**config.mk**
```make
export PLATFORM = sky130hd
export DESIGN_NAME = fpt_channel
export DESIGN_NICKNAME = d
export VERILOG_FILES = /design/src/logic/fpt_pkg.sv /design/src/logic/fpt_sync.sv /design/src/logic/fpt_tick_gen.sv /design/src/logic/fpt_channel.sv
export VERILOG_INCLUDE_DIRS = /design/src /design/src/logic
export SDC_FILE = /design/constraint.sdc
export NUM_CORES = 1
export LEC_CHECK = 0
export ABC_CLOCK_PERIOD_IN_PS = 5100
export BUFFER_PORTS_ARGS = -buffer_cell sky130_fd_sc_hd__buf_4
export CORE_MARGIN = 2
export CORE_UTILIZATION = 54
export DETAILED_ROUTE_END_ITERATION = 8
export PLACE_DENSITY = 0.77
export SYNTH_ARGS = -nofsm -noshare
export SYNTH_HDL_FRONTEND = slang
export SYNTH_HIERARCHICAL = 1
export SYNTH_SLANG_ARGS = --single-unit
```
**constraint.sdc**
```tcl
create_clock -name sys_clk -period 5.1 [get_ports sys_clk]
set_clock_uncertainty 0.15 [all_clocks]
set_input_delay 1.275 -clock sys_clk [delete_from_list [all_inputs] [get_ports sys_clk]]
set_output_delay 1.275 -clock sys_clk [all_outputs]
set_load 0.02 [all_outputs]
```
**src/logic/fpt_defines.svh**
```systemverilog
`ifndef FPT_DEFINES_SVH
`define FPT_DEFINES_SVH

// ----------------------------------------------------------------
// clock and frequency limits
// ----------------------------------------------------------------
`define FPT_CLK_HZ        25'h1312D00
`define FPT_MAX_HS_HZ     17'h186A0
`define FPT_MAX_LS_HZ     17'h02710
`define FPT_MAX_STD_HZ    17'h00064

// ----------------------------------------------------------------
// widths, last quarter index and reset values
// ----------------------------------------------------------------
`define FPT_FREQ_W        17
`define FPT_STEP_W        19
`define FPT_ACC_W         25
`define FPT_CNT_W         32
`define FPT_QLAST         2'h3
`define FPT_SUPPLY_RST    1'h1

`endif

```
**src/logic/fpt_pkg.sv**
```systemverilog
package fpt_pkg;

    // ----------------------------------------------------------------
    // modes, signal types, states
    // ----------------------------------------------------------------
    typedef enum logic {
        FPT_FREQ_OUT,
        FPT_TRAIN
    } fpt_mode_type;

    typedef enum logic [1:0] {
        FPT_PULSE_DIR,
        FPT_UP_DOWN,
        FPT_QUAD_1X,
        FPT_QUAD_4X
    } fpt_sig_type;

    typedef enum logic [1:0] {
        FPT_IDLE,
        FPT_RUN,
        FPT_DONE
    } fpt_state_type;

    // ----------------------------------------------------------------
    // configuration and command carriers
    // ----------------------------------------------------------------
    typedef struct packed {
        fpt_mode_type pulse_train_mode;
        fpt_sig_type  sig_type;
        logic         high_speed;
        logic         out_select;
        logic         diag_supply_en;
    } fpt_cfg_type;

    typedef struct packed {
        logic [16:0] freq_hz;
        logic        negative;
        logic [31:0] distance;
    } fpt_cmd_type;

endpackage

```
**src/logic/fpt_sync.sv**
```systemverilog
`timescale 1ns/1ns
`include "fpt_defines.svh"

module fpt_sync (
    // clock and reset
    input  wire logic sys_clk,
    input  wire logic rstn,
    // pin side
    input  wire logic pin_in,
    // filtered level
    output logic      level
);

    logic s1;
    logic s2;
    logic s3;

    // ----------------------------------------------------------------
    // three stages, change taken when stages two and three agree
    // ----------------------------------------------------------------
    always_ff @(posedge sys_clk or negedge rstn) begin
        if (!rstn) begin
            s1    <= `FPT_SUPPLY_RST;
            s2    <= `FPT_SUPPLY_RST;
            s3    <= `FPT_SUPPLY_RST;
            level <= `FPT_SUPPLY_RST;
        end else begin
            s1 <= pin_in;
            s2 <= s1;
            s3 <= s2;
            if (s2 == s3) begin
                level <= s3;
            end
        end
    end

endmodule // fpt_sync

```
**src/logic/fpt_tick_gen.sv**
```systemverilog
`timescale 1ns/1ns
`include "fpt_defines.svh"

module fpt_tick_gen (
    // clock and reset
    input  wire logic                   sys_clk,
    input  wire logic                   rstn,
    // control
    input  wire logic                   clear,
    input  wire logic [`FPT_STEP_W-1:0] step,
    // quarter-period enable
    output logic                        tick
);

    logic [`FPT_ACC_W-1:0] acc;
    logic [`FPT_ACC_W-1:0] sum;

    assign sum = acc + {{(`FPT_ACC_W-`FPT_STEP_W){1'b0}}, step};

    // ----------------------------------------------------------------
    // phase accumulator, one pulse per step hertz
    // ----------------------------------------------------------------
    always_ff @(posedge sys_clk or negedge rstn) begin
        if (!rstn) begin
            acc  <= '0;
            tick <= 1'b0;
        end else if (clear) begin
            acc  <= '0;
            tick <= 1'b0;
        end else if (sum >= `FPT_CLK_HZ) begin
            acc  <= sum - `FPT_CLK_HZ;
            tick <= 1'b1;
        end else begin
            acc  <= sum;
            tick <= 1'b0;
        end
    end

endmodule // fpt_tick_gen

```
**src/logic/fpt_channel.sv**
```systemverilog
`timescale 1ns/1ns
`include "fpt_defines.svh"

module fpt_channel
    import fpt_pkg::*;
(
    // clock and reset
    input  wire logic                 sys_clk,
    input  wire logic                 rstn,
    // configuration and command
    input  wire fpt_pkg::fpt_cfg_type cfg,
    input  wire fpt_pkg::fpt_cmd_type cmd,
    input  wire logic                 sw_run_request,
    // supply monitor pin and diagnostic clear
    input  wire logic                 supply_ok_pin,
    input  wire logic                 diag_clear,
    // pulse pins
    output logic                      pulse_out_a,
    output logic                      pulse_out_std,
    output logic                      pulse_out_b,
    // feedback
    output logic                      run_active_flag,
    output logic                      move_done,
    output logic                      diag_irq
);
    import fpt_pkg::*;

    fpt_state_type          state;
    logic                   run_req_d;
    logic                   run_rise;
    logic                   qtick;
    logic [1:0]             quarter;
    logic                   period_start;
    logic [`FPT_FREQ_W-1:0] freq_lim;
    logic [`FPT_FREQ_W-1:0] freq_max;
    logic [`FPT_FREQ_W-1:0] freq_cur;
    logic [`FPT_CNT_W-1:0]  remaining;
    logic                   dir_neg;
    logic                   supply_ok;
    logic                   supply_ok_d;
    logic                   next_a;
    logic                   next_b;
    logic                   wave_a;

    assign run_rise     = sw_run_request && !run_req_d;
    assign period_start = qtick && (quarter == `FPT_QLAST);
    assign wave_a       = pulse_out_a || pulse_out_std;

    // ----------------------------------------------------------------
    // submodules
    // ----------------------------------------------------------------
    fpt_sync u_supply_sync (
        .sys_clk (sys_clk),
        .rstn    (rstn),
        .pin_in  (supply_ok_pin),
        .level   (supply_ok)
    );

    fpt_tick_gen u_tick (
        .sys_clk (sys_clk),
        .rstn    (rstn),
        .clear   (state != FPT_RUN),
        .step    ({(period_start ? freq_lim : freq_cur), 2'b00}),
        .tick    (qtick)
    );

    // ----------------------------------------------------------------
    // frequency limit and setpoint
    // ----------------------------------------------------------------
    always_comb begin
        if (cfg.out_select) begin
            freq_max = `FPT_MAX_STD_HZ;
        end else if (cfg.high_speed) begin
            freq_max = `FPT_MAX_HS_HZ;
        end else begin
            freq_max = `FPT_MAX_LS_HZ;
        end
        freq_lim = (cmd.freq_hz > freq_max) ? freq_max : cmd.freq_hz;
    end

    always_ff @(posedge sys_clk or negedge rstn) begin
        if (!rstn) begin
            freq_cur <= '0;
            dir_neg  <= 1'b0;
        end else if (run_rise || period_start) begin
            freq_cur <= freq_lim;
            dir_neg  <= cmd.negative;
        end
    end

    // ----------------------------------------------------------------
    // run control
    // ----------------------------------------------------------------
    always_ff @(posedge sys_clk or negedge rstn) begin
        if (!rstn) begin
            run_req_d <= 1'b0;
        end else begin
            run_req_d <= sw_run_request;
        end
    end

    always_ff @(posedge sys_clk or negedge rstn) begin
        if (!rstn) begin
            state <= FPT_IDLE;
        end else if (!sw_run_request) begin
            state <= FPT_IDLE;
        end else begin
            case (state)
                FPT_IDLE: begin
                    if (run_rise) begin
                        if (cfg.pulse_train_mode == FPT_TRAIN && cmd.distance == '0) begin
                            state <= FPT_DONE;
                        end else begin
                            state <= FPT_RUN;
                        end
                    end
                end
                FPT_RUN: begin
                    if (cfg.pulse_train_mode == FPT_TRAIN && remaining == 32'h00000001) begin
                        if (cfg.sig_type == FPT_QUAD_4X ? qtick : period_start) begin
                            state <= FPT_DONE;
                        end
                    end
                end
                default: begin
                    state <= state;
                end
            endcase
        end
    end

    always_ff @(posedge sys_clk or negedge rstn) begin
        if (!rstn) begin
            run_active_flag <= 1'b0;
        end else if (!sw_run_request) begin
            run_active_flag <= 1'b0;
        end else if (run_rise) begin
            run_active_flag <= 1'b1;
        end
    end

    always_ff @(posedge sys_clk or negedge rstn) begin
        if (!rstn) begin
            move_done <= 1'b0;
        end else begin
            move_done <= sw_run_request && (state == FPT_DONE);
        end
    end

    // ----------------------------------------------------------------
    // quarter phase and distance count
    // ----------------------------------------------------------------
    always_ff @(posedge sys_clk or negedge rstn) begin
        if (!rstn) begin
            quarter <= 2'h0;
        end else if (run_rise) begin
            quarter <= 2'h0;
        end else if (state == FPT_RUN && qtick) begin
            quarter <= quarter + 2'h1;
        end
    end

    always_ff @(posedge sys_clk or negedge rstn) begin
        if (!rstn) begin
            remaining <= '0;
        end else if (run_rise) begin
            remaining <= cmd.distance;
        end else if (state == FPT_RUN) begin
            if (cfg.sig_type == FPT_QUAD_4X && qtick) begin
                remaining <= remaining - 32'h00000001;
            end else if (cfg.sig_type != FPT_QUAD_4X && period_start) begin
                remaining <= remaining - 32'h00000001;
            end
        end
    end

    // ----------------------------------------------------------------
    // waveform shaping
    // ----------------------------------------------------------------
    always_comb begin
        next_a = 1'b0;
        next_b = 1'b0;
        if (cfg.pulse_train_mode == FPT_FREQ_OUT) begin
            next_a = quarter[1];
        end else begin
            case (cfg.sig_type)
                FPT_PULSE_DIR: begin
                    next_a = quarter[1];
                    next_b = dir_neg;
                end
                FPT_UP_DOWN: begin
                    next_a = quarter[1] && !dir_neg;
                    next_b = quarter[1] && dir_neg;
                end
                default: begin
                    next_a = dir_neg ? (quarter[1] ^ quarter[0]) : (quarter == 2'h1 || quarter == 2'h2);
                    next_b = dir_neg ? (quarter == 2'h1 || quarter == 2'h2) : (quarter[1] ^ quarter[0]);
                    if (!dir_neg) begin
                        next_b = quarter[1];
                    end else begin
                        next_a = quarter[1];
                    end
                end
            endcase
        end
    end

    always_ff @(posedge sys_clk or negedge rstn) begin
        if (!rstn) begin
            pulse_out_a   <= 1'b0;
            pulse_out_std <= 1'b0;
            pulse_out_b   <= 1'b0;
        end else if (!sw_run_request || state == FPT_IDLE) begin
            pulse_out_a   <= 1'b0;
            pulse_out_std <= 1'b0;
            pulse_out_b   <= 1'b0;
        end else begin
            pulse_out_a   <= !cfg.out_select && next_a;
            pulse_out_std <= cfg.out_select && next_a;
            pulse_out_b   <= next_b;
        end
    end

    // ----------------------------------------------------------------
    // supply diagnostics
    // ----------------------------------------------------------------
    always_ff @(posedge sys_clk or negedge rstn) begin
        if (!rstn) begin
            supply_ok_d <= `FPT_SUPPLY_RST;
        end else begin
            supply_ok_d <= supply_ok;
        end
    end

    always_ff @(posedge sys_clk or negedge rstn) begin
        if (!rstn) begin
            diag_irq <= 1'b0;
        end else if (cfg.diag_supply_en && supply_ok_d && !supply_ok) begin
            diag_irq <= 1'b1;
        end else if (diag_clear) begin
            diag_irq <= 1'b0;
        end
    end
endmodule // fpt_channel

```
Word-level counts from Yosys, hierarchy flattened --
Index checks and enable logic that the tools add are counted.
Word-level totals: register bits 92, input bits 61, output and inout bits 6, word-level logic and storage cells 106
Operators by class: add/subtract/negate cells 4, magnitude comparators 2, equality and inequality tests 16, multiplexer cells 34, reduce and logical (&&, ||, !) cells 31
Operators with widths (number):
- 32-bit two-way mux | 4
- 17-bit two-way mux | 4
- 25-bit two-way mux | 2
- 32-bit by 1-bit equality test with 1-bit output, second input constant | 1
- 32-bit logical NOT | 1
- 32-bit by 1-bit subtractor with 32-bit output, second input constant | 1
- 25-bit by 19-bit adder with 25-bit output | 1
- 25-bit greater-or-equal comparator, second input constant | 1
- 25-bit subtractor, second input constant | 1
- 17-bit > comparator | 1
- 1-bit logical AND | 14
- 1-bit two-way mux | 14
- 2-bit two-way mux | 7
- 3-bit inequality test, second input constant | 3
- 2-bit equality test, second input constant | 4
- 2-bit by 1-bit equality test with 1-bit output, second input constant | 3
- 2-bit nonzero test | 3
- 1-bit logical NOT | 5
- 2-bit logical NOT | 2
- 2-bit by 1-bit inequality test with 1-bit output, second input constant | 2
- 1-bit case mux with 2 select lines | 2
- 2-bit case mux with 2 select lines | 1
- 4-bit AND reduction | 1
- 1-bit logical OR | 3
- other kinds (6) | 6

Depth between registers and ports, before layout --
word-level depth 9, mapped depth 28, gate-level depth less buffers 25

Modules after synthesis --
The synthesis kept the hierarchy.
By module, submodules not included:
- fpt_channel | instances 1, cells an instance 430, area an instance 3676.0 sq um, seq. area each 1552.7 sq um
- fpt_tick_gen | instances 1, cells an instance 332, area an instance 2741.4 sq um, seq. area each 650.6 sq um
- fpt_sync | instances 1, cells an instance 5, area an instance 116.4 sq um, seq. area each 105.1 sq um

Least setup slack after synthesis --
Ideal clock, no wire load.
path type input to register, start input cfg[1] in the netlist's numbering, end register u_tick.acc[15], library setup time 0.125 ns, arrival 6.363 ns, required time 4.825 ns, slack -1.538 ns, stages 26, buffers on the path 2, cell sequence inv_1 > nand2_1 > ha_1 > or4_1 > a21oi_1 > o22ai_1 > a21oi_1 > clkbuf_1 > o21ai_0 > a31oi_1 > ha_1 > buf_2 > a21oi_1 > o21ai_1 > a21oi_1 > xor2_1 > ha_1 > nand3_1 > nor3_1 > o2111ai_1 > nor4_2 > nand4_1 > a311oi_4 > o21ai_4 > a211oi_1 > mux2_2
Between the ends: word-level cells in the longest chain between the ends 8, elaborated cells between the ends (all ways) 9, classes of those cells add/sub (2); order compare (2); mux (5)
Ends and longest elaborated chain:
- from (decl) | line fpt_channel.sv:11 | input wire fpt_pkg::fpt_cfg_type cfg,
- 17-bit two-way mux (*) | line fpt_channel.sv:71 | if (cfg.out_select) begin
- 17-bit > comparator | line fpt_channel.sv:78 | freq_lim = (cmd.freq_hz > freq_max) ? freq_max : cmd.freq_hz;
- 17-bit two-way mux (*) | line fpt_channel.sv:78
- 17-bit two-way mux (*) | line fpt_channel.sv:63 | .step ({(period_start ? freq_lim : freq_cur), 2'b00}),
- 25-bit by 19-bit adder with 25-bit output (*) | line fpt_tick_gen.sv:18 | assign sum = acc + {{(`FPT_ACC_W-`FPT_STEP_W){1'b0}}, step};
- 25-bit subtractor (no source line) or 25-bit greater-or-equal comparator (tied branches)
- 25-bit two-way mux (*) | line fpt_tick_gen.sv:30 | end else if (sum >= `FPT_CLK_HZ) begin
- 25-bit two-way mux (*) | line fpt_tick_gen.sv:27 | end else if (clear) begin
- to (signal assigned) | line fpt_tick_gen.sv:31 | acc <= sum - `FPT_CLK_HZ;
- to (signal assigned) | line fpt_tick_gen.sv:34 | acc <= sum;
- to (decl) | line fpt_tick_gen.sv:15 | logic [`FPT_ACC_W-1:0] acc;
Mark *: on every way between the ends. The rest lies on a longest branch, timed or not. A chain may end at the register's enable or synchronous reset.

Worst setup path after layout --
start input cfg[1] in the netlist's numbering, end register u_tick.acc[23]
Same word-level chain as after synthesis.

==> summary.txt <==
Detailed routing
  • Vias: 7052
  • Via density: 6.175
  • Antenna-violating nets left: 0
  • Max Used Layer: met4
  • Drt wl/cell: ~19 um
  • Metal-1 WL: 8.841 mm
  • Drt first pass iters: 6
  • WL met2: 10.74 mm
  • Final WL: 21.72 mm
  • DR iter-0 viols: 711
  • DRC: 0
  • Met3 WL: 1.332 mm

Clocking
  • CTS root buf: clkbuf_16
  • TritonCTS Buffers: 9
  • Clk slew on worst S/H paths: 70 ps
  • Post-CTS Hold Buffers: 0
  • H-tree levels: 3
  • CTS sink count: 92
  • Clock Latency Late Sink: around 360 ps
  • CTS tree: yes
  • Bufs on Longest Clock Path: 2

Worst setup path
  • Crit Path Class: in2reg
  • Cell-by-cell trace of the critical path: buf_12 > inv_12 > buf_4 > ha_4 > nand4_1 > nor4_2 > and3_4 > buf_6 > o21ai_0 > a21oi_1 > ha_1 > a21oi_1 > buf_4 > o21ai_0 > a21o_2 > xnor2_1 > a2111o_1 > a31o_2 > a311oi_4 > o21ai_4 > buf_12 > or3_1 > and3_1
  • Crit path launch type: input pin
  • Critical path arrival: around 6200 ps
  • Critical-path maximum fanout: 8
  • Req. time, crit path: 5200 ps
  • Critical R2R Launch: quarter[1]$_DFFE_PN0P_
  • Reg-to-reg setup timing slack: around 100 ps
  • CP endpoint kind: flop
  • Biggest cell delay along the critical path: 360 ps
  • Critical path startpoint: cfg[1]
  • CP max stage cell: a311oi_4

Power and ir drop
  • Switching pwr: 1.169 mW
  • Final Power: 3.099 mW
  • Sw Share: 0.3774
  • Static Leak: between 4 and 5 nW
  • Internal power: 1.929 mW
  • Clk network pwr share: 0.236
  • Logic gate share of total power: 0.477
  • Max VDD drop: approximately 0.00025 V
  • PD cells: approximately 330 mW/mm^2
  • Flop pwr share: 0.286

STA
  • Setup-failing EPs final: 18
  • Tmin final: 6129 ps
  • Slew margin rel.: 0.3954
  • Final worst setup slack: -1029 ps
  • Fin. Hold Viols: 0
  • Slew @ Worst Pin: 907.0 ps
  • Final Slew Violations: 0
  • Min Hold Slack: slightly above 200 ps
  • Fmax: around 160 MHz
  • Unrepaired setup endpoints after global routing: yes
  • Period utilization: 1.202

Cells and area
  • Antenna Cells: 0
  • Layout Nets: 1087
  • Layout cells sized above 1: 0.3719
  • Cell Count, Final, Fillers Out: 1142
  • Core Util, Final: 0.7891
  • Syn-to-layout area delta: 43.85%

Run status
  • Violated checks: negative setup slack
  • Outcome: complete, but fails checks

Global route
  • Gr usage total: 0.3363
  • Grt total ovfl: 0
  • Initial antenna violation count: 0
  • Global-route wire length before repair: 34.63 mm
  • Largest net degree at the start of global routing: 68
  • Number of global-route vias before repair: 7088

Place
  • # port buffers: between 60 and 70
  • Placed Instances: 1096
  • Post-DP HPWL: 14.40 mm
  • GP Congestion: 0.9248

Floorplan
  • DIE HEIGHT: 114 um
  • Placement row count: 40
  • I/O pin total: 67
  • Die width: roughly 110 um
  • CORE AREA: 0.01191 sq mm
  • Starting Density: 0.5485
  • Total die area: between 0.01 and 0.015 sq mm

Logic synthesis
  • Synth Warn #: 6
  • Synth top area share: 0.3332
  • Post-Syn Area: 0.006534 sq mm
  • Seq cells post-synth: 92
  • Post-synth EDFFs: 0
  • Syn_area_per_cell: 8.519 sq um
  • Prevailing post-synth register cell: dfrtp_1
  • Synth async-reset ratio: 1.000
  • Synth unique cells: about 80
  • Largest area contributor in the netlist: dfrtp_1
  • Post-Synthesis Cells: about 770
  • Register area share after synthesis: 0.3533
  • Largest cells by area after synthesis: dfrtp_1 33%, ha_1 6.7%, nand2_1 5.7%

Worst hold path
  • Worst min-delay path category: reg2reg
  • Beginning of the worst hold path: u_supply_sync/s1$_DFF_PN1_

Job
  • MaxCap Viol Count: 0
kinds of logic after synthesis:
group / synth area share
buf+inv: 0.03447
flops: 0.3533
xor+xnor: 0.07641
mux: 0.008043
simple gates: 0.2365
fa+ha+maj: 0.07181
other cells: 0.0005739
compound gates: 0.2189
metrics by stage:
stage | instance area, sq um | TNS [ps] | setup WS [ps]
after floorplan | 6643 | -16990 | -1083
after global placement | 8258 | -21920 | -1312
after detailed placement | 8258 | -24270 | -1467
after CTS | 9249 | -12490 | -779.1
after global routing | 9399 | -21880 | -1301
final | 9399 | -16960 | -1029
final cells by class:
cell class	instances	area [sq um]
multi-input combinational	625	4626
fill	753	2512
sequential	92	2308
timing repair buffer	239	1861
clock buffer	10	239.0
tap	147	183.9
inverter	23	101.3
clock inverter	6	80.08
repair_timing:
| action | CTS | global route |
|---|---|---|
| pin swaps | 57 | 9 |
| setup endpoints to repair | 18 | 18 |
| gates resized for setup | 103 | 13 |
| setup buffers | 20 | 9 |
| cloned | 1 | 0 |
synthesized netlist by cell type, types with 10 or more instances:
cell and number:
nor4_1 16, a31oi_1 17, nand3_1 17, and2_1 10
o31ai_1 17, ha_1 35, o21ai_0 51, xnor2_1 35
dfrtp_1 87, nor3_1 19, nand2_1 99, clkbuf_1 19
o21ai_1 13, nor2_1 74, a21oi_1 43, o211ai_1 11
inv_1 23, xor2_1 22, or3_1 12
critical path: cells and delay by family:
kind,cells,cell delay [ps]
compound gates,9,2120
simple gates,5,1300
fa+ha+maj,2,610
buf+inv,6,750
xor+xnor,1,170
worst paths after layout:
kind	to	cells past startpoint
setup reg to reg	u_tick/acc[23]$_DFF_PN0_	20
max in group asynchronous	u_supply_sync/level$_DFFE_PN1N_	2
hold / removal	u_supply_sync/s2$_DFF_PN1_	0
hold reg to reg	u_supply_sync/s2$_DFF_PN1_	0
setup / recovery	u_tick/acc[23]$_DFF_PN0_	23
min in group asynchronous	remaining[29]$_DFFE_PN0P_	1
state kept, by name (all words and copies together), names as in the netlist:
name / flops
remaining: 32
u_tick/acc: 25
freq_cur: 17
quarter: 2
state: 2
diag_irq: 1
dir_neg: 1
move_done: 1
pulse_out_a: 1
pulse_out_b: 1
pulse_out_std: 1
run_active_flag: 1
run_req_d: 1
supply_ok_d: 1
u_supply_sync/level: 1
u_supply_sync/s1: 1
u_supply_sync/s2: 1
u_supply_sync/s3: 1
u_tick/tick: 1
power groups by stage:
stage	combinational (mW)	sequential, mW	clock [mW]
floorplan	0.654	0.874	0
global placement	1.18	0.888	0
detailed placement	1.21	0.893	0
CTS	1.37	0.883	0.732
global route	1.58	0.894	0.763
finish	1.48	0.888	0.732
metal layers:
layer	track usage	up-vias
met5	0	-
met4	0.1455	0
met3	0.06695	90
met2	0.5746	321
met1	0.4140	3395
li1	-	3246
cell usage in the layout, fill, tap and decap left out, types with 7 or more instances in the layout:
cell type	Yosys	layout
o21ai_1	13	18
nand3_1	17	15
o31ai_1	17	14
xor2_1	22	21
nand2b_1	9	9
o21ai_0	51	41
a21oi_2	0	12
or3_1	12	10
ha_1	35	23
nor2b_1	8	7
ha_4	0	7
nor2_1	74	70
a21oi_1	43	27
o211ai_1	11	11
nor4_1	16	14
inv_1	23	20
a31oi_1	17	13
dfrtp_1	87	87
a21o_1	9	7
and2_1	10	10
buf_6	2	9
xnor2_1	35	31
clkbuf_16	0	9
buf_4	1	227
nand2_1	99	95
nor3_1	19	15
(Power assumes the default switching activity.)
